## config.mk

```make
export PLATFORM = sky130hd
export DESIGN_NAME = sxe_top
export DESIGN_NICKNAME = d
export VERILOG_FILES = /design/src/common/sxe_pkg.sv /design/src/common/sxe_ex_if.sv /design/src/hw/sxe_decode.sv /design/src/hw/sxe_alu.sv /design/src/hw/sxe_top.sv
export SDC_FILE = /design/constraint.sdc
export NUM_CORES = 1
export LEC_CHECK = 0
export ABC_AREA = 0
export BUFFER_PORTS_ARGS = -buffer_cell sky130_fd_sc_hd__buf_2
export CAP_MARGIN = 20
export CELL_PAD_IN_SITES_DETAIL_PLACEMENT = 0
export CELL_PAD_IN_SITES_GLOBAL_PLACEMENT = 1
export CORE_AREA = 3 3 210 212
export DETAILED_ROUTE_END_ITERATION = 8
export DIE_AREA = 0 0 213 215
export GPL_TIMING_DRIVEN = 0
export PLACE_DENSITY_LB_ADDON = 0.1
export SLEW_MARGIN = 15
export SYNTH_ARGS = -nofsm -noshare
export SYNTH_HDL_FRONTEND = slang
export SYNTH_SLANG_ARGS = --single-unit
```

## constraint.sdc

```tcl
create_clock -name clk -period 10.45 [get_ports clk]
set_input_delay 2.09 -clock clk [delete_from_list [all_inputs] [get_ports clk]]
set_output_delay 2.09 -clock clk [all_outputs]
set_load 0.01 [all_outputs]
```

## src/common/sxe_pkg.sv

```systemverilog
package sxe_pkg;

  // ----------------------------------------------------------------
  // Encodings
  // ----------------------------------------------------------------
  localparam logic [5:0] OPC_SPECIAL = 6'h00;
  localparam logic [5:0] OPC_SPECIAL2 = 6'h1C;
  localparam logic [5:0] OPC_SPECIAL3 = 6'h1F;
  localparam logic [5:0] OPC_COP1 = 6'h11;
  localparam logic [5:0] OPC_COP1X = 6'h13;
  localparam logic [5:0] OPC_COP2 = 6'h12;
  localparam logic [5:0] OPC_FP_DW_STORE = 6'h3D;
  localparam logic [5:0] OPC_CP2_DW_STORE = 6'h3E;
  localparam logic [5:0] FN_BRK_OLD = 6'h3F;
  localparam logic [5:0] FN_BRK_R6 = 6'h0E;
  localparam logic [5:0] FN_BSHFL = 6'h20;
  localparam logic [5:0] FN_FP_SELECT = 6'h10;
  localparam logic [5:0] FN_FP_IDX_STORE = 6'h09;
  localparam logic [4:0] SA_BYTE_EXT = 5'h10;
  localparam logic [4:0] SA_HALF_EXT = 5'h18;
  localparam logic [4:0] FMT_SINGLE = 5'h10;
  localparam logic [4:0] FMT_DOUBLE = 5'h11;
  localparam logic [4:0] RS_CP2_DW_R6 = 5'h0F;

  // ----------------------------------------------------------------
  // Values, offsets and reset values
  // ----------------------------------------------------------------
  localparam logic [4:0] DBG_CODE_BP = 5'h09;
  localparam logic [2:0] HI_WORD_XOR = 3'h4;
  localparam logic [31:0] HI_WORD_STEP = 32'h0000_0004;
  localparam logic [31:0] RST_WORD = 32'h0000_0000;
  localparam logic [63:0] RST_DWORD = 64'h0000_0000_0000_0000;
  localparam logic [4:0] RST_DBG_CODE = 5'h00;

  // ----------------------------------------------------------------
  // Types
  // ----------------------------------------------------------------
  typedef enum logic [2:0] {
    OP_NONE, OP_BRK, OP_FP_DW, OP_CP2_DW, OP_FP_IDX_DW,
    OP_BYTE_EXT, OP_HALF_EXT, OP_FP_SEL
  } sxe_op_t;

  typedef enum logic [3:0] {
    EXC_NONE, EXC_RI, EXC_CPU, EXC_ADES, EXC_TLB_REFILL,
    EXC_TLB_INVALID, EXC_TLB_MOD, EXC_WATCH, EXC_DBG_BP,
    EXC_DBG_MODE_BP
  } sxe_exc_t;

  typedef enum logic [2:0] {
    ST_IDLE = 3'b001,
    ST_HI = 3'b010,
    ST_END = 3'b100
  } sxe_state_t;

endpackage

```

## src/common/sxe_ex_if.sv

```systemverilog
`timescale 1ns/10ps
interface sxe_ex_if;
  import sxe_pkg::*;
  logic [31:0] instr;
  logic rel6;
  logic rev2;
  sxe_op_t op;
  logic ri;
  logic fmt_dbl;
  logic [31:0] gpr_a;
  logic [31:0] gpr_b;
  logic [63:0] fs_val;
  logic [63:0] ft_val;
  logic [63:0] fd_val;
  logic [31:0] ea;
  logic [31:0] ext_res;
  logic [63:0] sel_res;
  modport top (output instr, rel6, rev2, gpr_a, gpr_b, fs_val, ft_val,
    fd_val, input op, ri, fmt_dbl, ea, ext_res, sel_res);
  modport dec (input instr, rel6, rev2, output op, ri, fmt_dbl);
  modport alu (input instr, rel6, op, fmt_dbl, gpr_a, gpr_b, fs_val,
    ft_val, fd_val, output ea, ext_res, sel_res);
endinterface

```

## src/hw/sxe_decode.sv

```systemverilog
`timescale 1ns/10ps
module sxe_decode
  import sxe_pkg::*;
(
  sxe_ex_if.dec ex
);

  // ----------------------------------------------------------------
  // Field split
  // ----------------------------------------------------------------
  wire [5:0] opc = ex.instr[31:26];
  wire [4:0] rs = ex.instr[25:21];
  wire [4:0] sa = ex.instr[10:6];
  wire [5:0] fn = ex.instr[5:0];

  // ----------------------------------------------------------------
  // Class match
  // ----------------------------------------------------------------
  wire brk_r6 = (opc == OPC_SPECIAL) && (fn == FN_BRK_R6);
  wire brk_old = (opc == OPC_SPECIAL2) && (fn == FN_BRK_OLD);
  wire is_brk = ex.rel6 ? brk_r6 : brk_old;
  wire is_fp_dw = opc == OPC_FP_DW_STORE;
  wire cp2_r6 = (opc == OPC_COP2) && (rs == RS_CP2_DW_R6);
  wire is_cp2_dw = ex.rel6 ? cp2_r6 : (opc == OPC_CP2_DW_STORE);
  wire is_idx = (opc == OPC_COP1X) && (fn == FN_FP_IDX_STORE);
  wire is_bshfl = (opc == OPC_SPECIAL3) && (rs == 5'h00) &&
    (fn == FN_BSHFL);
  wire is_bext = is_bshfl && (sa == SA_BYTE_EXT);
  wire is_hext = is_bshfl && (sa == SA_HALF_EXT);
  wire is_sel = ex.rel6 && (opc == OPC_COP1) && (fn == FN_FP_SELECT);
  wire fmt_ok = (rs == FMT_SINGLE) || (rs == FMT_DOUBLE);

  // ----------------------------------------------------------------
  // Outputs
  // ----------------------------------------------------------------
  assign ex.op = is_brk ? OP_BRK :
    is_fp_dw ? OP_FP_DW :
    is_cp2_dw ? OP_CP2_DW :
    is_idx ? OP_FP_IDX_DW :
    is_bext ? OP_BYTE_EXT :
    is_hext ? OP_HALF_EXT :
    is_sel ? OP_FP_SEL : OP_NONE;
  assign ex.ri = (is_idx && (ex.rel6 || !ex.rev2)) ||
    ((is_bext || is_hext) && !ex.rev2) ||
    (is_sel && !fmt_ok);
  assign ex.fmt_dbl = rs == FMT_DOUBLE;

endmodule

```

## src/hw/sxe_alu.sv

```systemverilog
`timescale 1ns/10ps
module sxe_alu
  import sxe_pkg::*;
(
  sxe_ex_if.alu ex
);

  // ----------------------------------------------------------------
  // Effective address
  // ----------------------------------------------------------------
  wire [15:0] imm16 = ex.instr[15:0];
  wire [10:0] imm11 = ex.instr[10:0];
  wire [31:0] off16 = {{16{imm16[15]}}, imm16};
  wire [31:0] off11 = {{21{imm11[10]}}, imm11};
  wire cp2_short = ex.rel6 && (ex.op == OP_CP2_DW);
  wire [31:0] offset = (ex.op == OP_FP_IDX_DW) ? ex.gpr_b :
    cp2_short ? off11 : off16;
  assign ex.ea = ex.gpr_a + offset;

  // ----------------------------------------------------------------
  // Sign extend and select
  // ----------------------------------------------------------------
  wire [31:0] bext = {{24{ex.gpr_b[7]}}, ex.gpr_b[7:0]};
  wire [31:0] hext = {{16{ex.gpr_b[15]}}, ex.gpr_b[15:0]};
  assign ex.ext_res = (ex.op == OP_BYTE_EXT) ? bext : hext;
  wire [63:0] pick = ex.fd_val[0] ? ex.ft_val : ex.fs_val;
  assign ex.sel_res = ex.fmt_dbl ? pick : {32'h0000_0000, pick[31:0]};

endmodule

```

## src/hw/sxe_top.sv

```systemverilog
`timescale 1ns/10ps
module sxe_top
  import sxe_pkg::*;
(
  // Clock and reset
  input wire logic clk,
  input wire logic nrst,
  // Issue
  input wire logic in_valid,
  input wire logic [31:0] instr,
  // Operands
  input wire logic [31:0] gpr_a,
  input wire logic [31:0] gpr_b,
  input wire logic [63:0] fpr_fs,
  input wire logic [63:0] fpr_ft,
  input wire logic [63:0] fpr_fd,
  input wire logic [31:0] cop2_lo,
  input wire logic [31:0] cop2_hi,
  // Configuration
  input wire logic rel6_mode,
  input wire logic rev2_mode,
  input wire logic cp1_usable,
  input wire logic cp2_usable,
  input wire logic misalign_ok,
  input wire logic breakpoint_disable_cfg,
  input wire logic debug_mode_flag,
  input wire logic big_endian,
  input wire logic reverse_endian,
  // Translation answer
  input wire logic tlb_refill,
  input wire logic tlb_invalid,
  input wire logic tlb_modified,
  input wire logic watch_hit,
  // Results
  output logic ex_ready,
  output logic gpr_we,
  output logic fpr_we,
  output logic [63:0] wb_data,
  output logic st_valid,
  output logic [31:0] st_vaddr,
  output logic [31:0] st_addr,
  output logic [31:0] st_data,
  output logic exc_valid,
  output logic [3:0] exc_code,
  output logic [4:0] debug_exception_code_field
);

  // ----------------------------------------------------------------
  // Reset release
  // ----------------------------------------------------------------
  logic [1:0] rst_sync_reg;
  wire rst_n = rst_sync_reg[1];

  always_ff @(posedge clk or negedge nrst) begin
    if (!nrst) begin
      rst_sync_reg <= 2'b00;
    end else begin
      rst_sync_reg <= {rst_sync_reg[0], 1'b1};
    end
  end

  // ----------------------------------------------------------------
  // Decode and datapath
  // ----------------------------------------------------------------
  sxe_ex_if ex ();

  assign ex.instr = instr;
  assign ex.rel6 = rel6_mode;
  assign ex.rev2 = rev2_mode;
  assign ex.gpr_a = gpr_a;
  assign ex.gpr_b = gpr_b;
  assign ex.fs_val = fpr_fs;
  assign ex.ft_val = fpr_ft;
  assign ex.fd_val = fpr_fd;

  sxe_decode u_dec (.ex(ex));
  sxe_alu u_alu (.ex(ex));

  // ----------------------------------------------------------------
  // Issue checks
  // ----------------------------------------------------------------
  sxe_state_t state_reg;
  sxe_state_t state_next;
  logic ex_ready_reg;

  wire take = in_valid && ex_ready_reg;
  wire op_fp_dw = ex.op == OP_FP_DW;
  wire op_cp2 = ex.op == OP_CP2_DW;
  wire op_idx = ex.op == OP_FP_IDX_DW;
  wire op_ext = (ex.op == OP_BYTE_EXT) || (ex.op == OP_HALF_EXT);
  wire op_sel = ex.op == OP_FP_SEL;
  wire is_store = op_fp_dw || op_cp2 || op_idx;
  wire cop_off = ((op_fp_dw || op_idx || op_sel) && !cp1_usable) ||
    (op_cp2 && !cp2_usable);
  wire misal = ex.ea[2:0] != 3'h0;
  wire ade = is_store && misal &&
    (op_idx || !(rel6_mode && misalign_ok));
  wire [3:0] brk_exc = breakpoint_disable_cfg ? EXC_RI :
    debug_mode_flag ? EXC_DBG_MODE_BP : EXC_DBG_BP;
  wire [3:0] issue_exc = cop_off ? EXC_CPU :
    ex.ri ? EXC_RI :
    (ex.op == OP_BRK) ? brk_exc :
    ade ? EXC_ADES : EXC_NONE;
  wire issue_ok = take && (issue_exc == EXC_NONE);

  // ----------------------------------------------------------------
  // Store words
  // ----------------------------------------------------------------
  wire [63:0] fp_word = op_idx ? fpr_fs : fpr_ft;
  wire [31:0] lo_data = op_cp2 ? cop2_lo : fp_word[31:0];
  wire [31:0] hi_data = op_cp2 ? cop2_hi : fp_word[63:32];
  wire flip = big_endian ^ reverse_endian;
  wire [31:0] lo_addr = {ex.ea[31:3], ex.ea[2] ^ flip, ex.ea[1:0]};
  wire [31:0] hi_addr = {lo_addr[31:3], lo_addr[2:0] ^ HI_WORD_XOR};
  wire [31:0] hi_vaddr = ex.ea + HI_WORD_STEP;

  // ----------------------------------------------------------------
  // Translation faults
  // ----------------------------------------------------------------
  wire fault = tlb_refill || tlb_invalid || tlb_modified || watch_hit;
  wire [3:0] fault_exc = tlb_refill ? EXC_TLB_REFILL :
    tlb_invalid ? EXC_TLB_INVALID :
    tlb_modified ? EXC_TLB_MOD : EXC_WATCH;

  // ----------------------------------------------------------------
  // Sequencer
  // ----------------------------------------------------------------
  always_comb begin
    case (state_reg)
      ST_IDLE: state_next = (issue_ok && is_store) ? ST_HI : ST_IDLE;
      ST_HI: state_next = fault ? ST_IDLE : ST_END;
      ST_END: state_next = ST_IDLE;
      default: state_next = ST_IDLE;
    endcase
  end

  wire in_idle = state_reg == ST_IDLE;
  wire in_hi = state_reg == ST_HI;
  wire in_end = state_reg == ST_END;
  wire lo_go = in_idle && issue_ok && is_store;
  wire hi_go = in_hi && !fault;
  wire fault_exc_go = (in_hi || in_end) && fault;
  wire issue_exc_go = in_idle && take && (issue_exc != EXC_NONE);
  wire dm_bp = issue_exc_go && (issue_exc == EXC_DBG_MODE_BP);

  // ----------------------------------------------------------------
  // Held upper word
  // ----------------------------------------------------------------
  logic [31:0] hold_data_reg;
  logic [31:0] hold_addr_reg;
  logic [31:0] hold_vaddr_reg;

  always_ff @(posedge clk or negedge rst_n) begin
    if (!rst_n) begin
      hold_data_reg <= RST_WORD;
      hold_addr_reg <= RST_WORD;
      hold_vaddr_reg <= RST_WORD;
    end else if (lo_go) begin
      hold_data_reg <= hi_data;
      hold_addr_reg <= hi_addr;
      hold_vaddr_reg <= hi_vaddr;
    end
  end

  // ----------------------------------------------------------------
  // Output registers
  // ----------------------------------------------------------------
  logic gpr_we_reg;
  logic fpr_we_reg;
  logic [63:0] wb_data_reg;
  logic st_valid_reg;
  logic [31:0] st_vaddr_reg;
  logic [31:0] st_addr_reg;
  logic [31:0] st_data_reg;
  logic exc_valid_reg;
  logic [3:0] exc_code_reg;
  logic [4:0] dbg_code_reg;

  wire [63:0] wb_data_next = op_sel ? ex.sel_res :
    {32'h0000_0000, ex.ext_res};
  wire [31:0] st_vaddr_next = lo_go ? ex.ea : hold_vaddr_reg;
  wire [31:0] st_addr_next = lo_go ? lo_addr : hold_addr_reg;
  wire [31:0] st_data_next = lo_go ? lo_data : hold_data_reg;
  wire [3:0] exc_code_next = fault_exc_go ? fault_exc : issue_exc;

  always_ff @(posedge clk or negedge rst_n) begin
    if (!rst_n) begin
      state_reg <= ST_IDLE;
      ex_ready_reg <= 1'b0;
      gpr_we_reg <= 1'b0;
      fpr_we_reg <= 1'b0;
      wb_data_reg <= RST_DWORD;
      st_valid_reg <= 1'b0;
      st_vaddr_reg <= RST_WORD;
      st_addr_reg <= RST_WORD;
      st_data_reg <= RST_WORD;
      exc_valid_reg <= 1'b0;
      exc_code_reg <= EXC_NONE;
      dbg_code_reg <= RST_DBG_CODE;
    end else begin
      state_reg <= state_next;
      ex_ready_reg <= state_next == ST_IDLE;
      gpr_we_reg <= in_idle && issue_ok && op_ext;
      fpr_we_reg <= in_idle && issue_ok && op_sel;
      wb_data_reg <= wb_data_next;
      st_valid_reg <= lo_go || hi_go;
      st_vaddr_reg <= st_vaddr_next;
      st_addr_reg <= st_addr_next;
      st_data_reg <= st_data_next;
      exc_valid_reg <= issue_exc_go || fault_exc_go;
      exc_code_reg <= exc_code_next;
      dbg_code_reg <= dm_bp ? DBG_CODE_BP : RST_DBG_CODE;
    end
  end

  assign ex_ready = ex_ready_reg;
  assign gpr_we = gpr_we_reg;
  assign fpr_we = fpr_we_reg;
  assign wb_data = wb_data_reg;
  assign st_valid = st_valid_reg;
  assign st_vaddr = st_vaddr_reg;
  assign st_addr = st_addr_reg;
  assign st_data = st_data_reg;
  assign exc_valid = exc_valid_reg;
  assign exc_code = exc_code_reg;
  assign debug_exception_code_field = dbg_code_reg;
endmodule

```

# Word-level counts from Yosys, hierarchy flattened
# Cells that the tools add are included.
# word_totals
output_inout_bits	174
register_bits	274
elab_cells	145
# classes
bitwise_logic	3
add_sub_neg	2
n_mux	35
n_reduce_logical	60
eq_ne	29
# op_table
cell	n
$mux W32	8
$mux W64	4
$eq A6 B5 Y1 const B	6
$add A32 B3 Y32 const B	1
$add A32 B32 Y32	1
$logic_and A1 B1 Y1	31
$eq A6 B6 Y1 const B	4
$mux W3	8
$mux W4	6
$eq A5 B5 Y1 const B	4
$logic_or A1 B1 Y1	18
$eq A3 B3 Y1 const B	5
$eq A6 B4 Y1 const B	2
$eq A3 B1 Y1 const B	3
$eq A3 B2 Y1 const B	3
$mux W2	4
$logic_not A1 Y1	6
$logic_not A6 Y1	1
$pmux W3 S2	1
$eq A5 B4 Y1 const B	1
$logic_not A5 Y1	1
$eq A4 B4 Y1 const B	1
$logic_not A4 Y1	1
$mux W1	4
4 further kinds	5

# Longest topological paths before layout
# logic_depth
word_depth	28
depth_mapped	18
depth_no_buf	16

# Cells and area by module
# Synthesis repeated with hierarchy kept, for this count alone.
# hier_totals
cells_unflattened	1631
area_unflattened_um2	14784.2
# by_module_without_submodules
module	cells_per_inst	instances	area_per_inst_um2	seq_area_each_um2
sxe_top	1074	1	10890.4	6682.7
sxe_alu	519	1	3601.0	0.0
sxe_decode	38	1	292.8	0.0

# Least setup slack after synthesis
# Ideal clock, no wire load.
# synth_path
path_type	input to register
start	input port instr[29]
end	register hold_vaddr_reg[31]
arrival_time_ns	6.333
n_path_buf	2
setup_slack_ns	3.989
cell_stages	17
path_cell_list	nor4b_2 -> nand3_1 -> clkbuf_1 -> buf_1 -> o21a_1 -> ha_1 -> fa_1 -> a211oi_1 -> o21ai_1 -> xor2_1 -> nand2_1 -> or2_1 -> nor3b_2 -> and4bb_2 -> nor4b_4 -> and4bb_1 -> mux2_1
# synth_between
elab_chain_len	24
word_cells_on_any_way	62
classes_between	add/sub: 2; eq/ne: 12; mux: 15; reduce/logical: 33
# synth_rtl
item	line	rtl
from (decl)	sxe_top.sv:10	input wire logic [31:0] instr,
branches (longest 24 deep; another with $eq A6 B5 Y1)	-	
to (signal assigned)	sxe_top.sv:161	hold_vaddr_reg <= hi_vaddr;
to (decl)	sxe_top.sv:151	logic [31:0] hold_vaddr_reg;
# Parallel ways; which one is timed is not known.
# A chain may end at the register's enable or synchronous reset.

# Worst setup path after layout
# Ends and elaborated chain as after synthesis.

==> flow_summary.yaml <==
yosys:
  synthArstFlopShare_pct: 100.0
  synthCells: 1485
  synth_edf_count: 0
  synth_largest_type_area_fraction_pct: 49.31
  post_synth_xor_area_fraction_pct: 3.374
  yosys_register_bits: 267
  synth_seq_area_share_pct: 49.50
  post_synth_fa_ha_maj_area_fraction_pct: 3.114
  synth-compound-area-share_pct: 18.37
  synth_top_family_by_area: "compound AO/OA/AOI/OAI gates"
  ys_dominant_reg_cell: "dfrtp_1"
  synth_simple_gate_area_share_pct: 17.87
  synth.cell_area_sq_mm: 0.01350
  synthTopCellsByCount: "308 x nand2_1, 266 x dfrtp_1, 184 x a21oi_1"
  synthMuxAreaShare_pct: 4.699
  ys.warnings.count: 0
  synthesis.area_per_instance_sq_um: 9.090
  yosys.cell_count.top_type: "nand2_1"
  synth.largest_area_cell: "dfrtp_1"
  yosys-top-cells-area: "dfrtp_1 49%, nand2_1 8.6%, a21oi_1 6.8%"
  synth.lib_cells_used.distinct: 80
critical_path:
  critPathArrivalTime_ps: 8900
  worst_setup_path_start_kind: "primary input"
  timing.rr.start: "state_reg[0]$_DFF_PN1_"
  required_ps: 10920
  critPathCaptureType: "flop"
  crit_slowest_cell: "nand4_1"
  timing.rr.end: "hold_vaddr_reg[31]$_DFFE_PN0P_"
  critical_path.max_stage_delay_ps: 690
  setup.reg_to_reg.worst_slack_ps: 6670
  path_max_fanout: 10
  path_class: "in -> reg"
  ff2ff_path_depth: 8
  worstPathCellList: "buf_2 > nor4b_2 > nand3_1 > clkbuf_1 > buf_1 > o21a_1 > ha_1 > fa_1 > xor2_1 > or3_1 > a21boi_0 > nand4_1 > inv_1 > nand2_1 > nor4b_4 > and4bb_1 > mux2_1"
die:
  floorplan.core_area_sq_mm: 0.04213
  fp.dieW_um: 213
  die-area_sq_mm: 0.04580
  dieHeight_um: 215
  pin_count: 542
  row_count: 75
  initial_core_util_pct: 32.04
clock_network:
  clock_latency_late_sink_ps: 580
  cts_root_buffer: "clkbuf_16"
  cts.hold.buffers_added: 0
  cts_max_path_buffers: 3
  clock-sinks: 267
  cts_tree: "built"
  tritoncts.num_buffers: 31
  clk_transition_reported_paths_ps: 60
  post_cts.repair.setup_buffers: 0
  postCtsResizedCells: 0
  htree_num_levels: 1
sta:
  setup_violations: 0
  max_freq_mhz: 118.6
  rsz0062_at_grt: "no"
  worst_slew_margin_rel_pct: 37.06
  whs_ps: 300.4
  final_hold_viol_count: 0
  finalMaxSlewViolations: 0
  final.period_utilization_pct: 80.67
  clock-skew-final_ps: 9.231
  min_period_ps: 8430
  worst-slew-pin-transition_ps: 936.9
global_routing:
  antenna_found_initial: 12
  grt_util_all_layers_pct: 24.55
  grt_first_pass_wirelength_um: 85000
  pin_count_of_the_biggest_net_entering_global_routing: 61
  grt_overflow: 0
  number_of_global_route_vias_before_repair: 13316
place:
  buffer_ports.inserted: 469
  gp_congestion: 0.9077
  dp.final_hpwl_um: 46920
finish:
  largest_register_ffs: 64
  nets: 2395
  area_delta_synth_final_pct: 31.78
  post_route_cells_drive_above_1_share_pct: 28.08
status:
  run_status: "complete, no violations"
drt:
  drt_first_pass_iters: 5
  post_drt_wl_per_cell_um: 22.53
  antenna_violating_nets_post_route: 0
  drt-initial-drc-count: 735
  drt_drc_violations_left: 0
  totalWireLength_um: 57810
  detailroute.via_count: 12911
  route.detailed.vias_per_inst: 5.032
power_and_ir_drop:
  vdd_ir_drop_max_mv: 0.1261
  p_leak_nw: 9.349
  power.density_mw_per_mm2: 155.4
  p_total_mw: 2.765
min_path:
  hold_path.class: "reg -> async"
run:
  drv_cap: 0
[critical path, delay by kind of cell]
family	cells	cell delay [ps]
fa+ha+maj	2	680
mux	1	330
buf+inv	4	1590
compound gates	2	520
simple gates	7	3350
xor+xnor	1	310
[cell families after synthesis]
group	Yosys count
DFF	267
AOI/OAI and AO/OA	434
and+or+nand+nor	536
adders and majority gates	33
muxes	63
other	2
buffers and inverters	98
xor gates and xnor gates	52
[where the power goes]
group	switching, mW	leakage, nW	internal, mW
Sequential	0.0221	3.60	1.10
Combinational	0.286	5.19	0.187
Clock	0.460	0.556	0.713
Total	0.768	9.35	2.00
[area by class of cell]
cell class / count / area [sq um]
Antenna cell: 8 / 20.02
Buffer: 86 / 361.6
Clock buffer: 39 / 865.8
Clock inverter: 19 / 249.0
Fill cell: 4337 / 24340
Inverter: 12 / 45.04
Multi-Input combinational cell: 1122 / 6417
Sequential cell: 267 / 6686
Tap cell: 539 / 674.4
Timing Repair Buffer: 474 / 2470
[how the worst max path moves through the flow]
stage | start | end | slack [ps]
3_3_place_gp | rst_sync_reg[1]$_DFF_PN0_ | st_addr[28]$_DFF_PN0_ | -880
3_5_place_dp | instr[29] | st_addr[30]$_DFF_PN0_ | 1240
5_1_grt | instr[29] | hold_addr_reg[18]$_DFFE_PN0P_ | 1560
4_1_cts | instr[29] | hold_addr_reg[17]$_DFFE_PN0P_ | 1820
2_1_floorplan | rst_sync_reg[1]$_DFF_PN0_ | debug_exception_code_field[0]$_DFF_PN0_ | 2460
6_report | instr[29] | hold_vaddr_reg[31]$_DFFE_PN0P_ | 2020
[cell usage in the layout, fill, tap and decap left out, types with 8 or more instances in the layout]
master	count
a21o_1	24
nor3_1	10
nand3_1	19
clkinv_2	9
nand2_1	308
nor2b_1	10
dfrtp_1	265
clkbuf_16	31
xnor2_1	29
inv_1	12
o21a_1	27
nor2_1	110
diode_2	8
a211oi_1	12
clkbuf_1	65
mux2i_1	60
xor2_1	23
buf_2	478
nand4_1	16
ha_1	32
a31oi_1	13
a21oi_1	184
o21ai_0	133
[metrics by stage]
stage,cell area (sq um),util [%],setup WS (ps),TNS [ps],instances
after floorplan,13510,-,2460,0,1487
after global placement,16530,39.23,-882.9,-225130,2495
after detailed placement,16650,39.53,1239,0,2500
after CTS,17770,42.17,1824,0,2558
after global routing,17790,42.22,1557,0,2565
final,17790,42.22,2020,0,2566
[layer usage]
metal / vias to the layer above / wire length [um] / GRT usage (%)
met2: 389 / 29730 / 44.86
met5: - / 46 / 0
met1: 6261 / 22750 / 28.77
met3: 70 / 3700 / 4.827
met4: 6 / 1585 / 7.474
li1: 6185 / - / -
(Power assumes the default switching activity.)
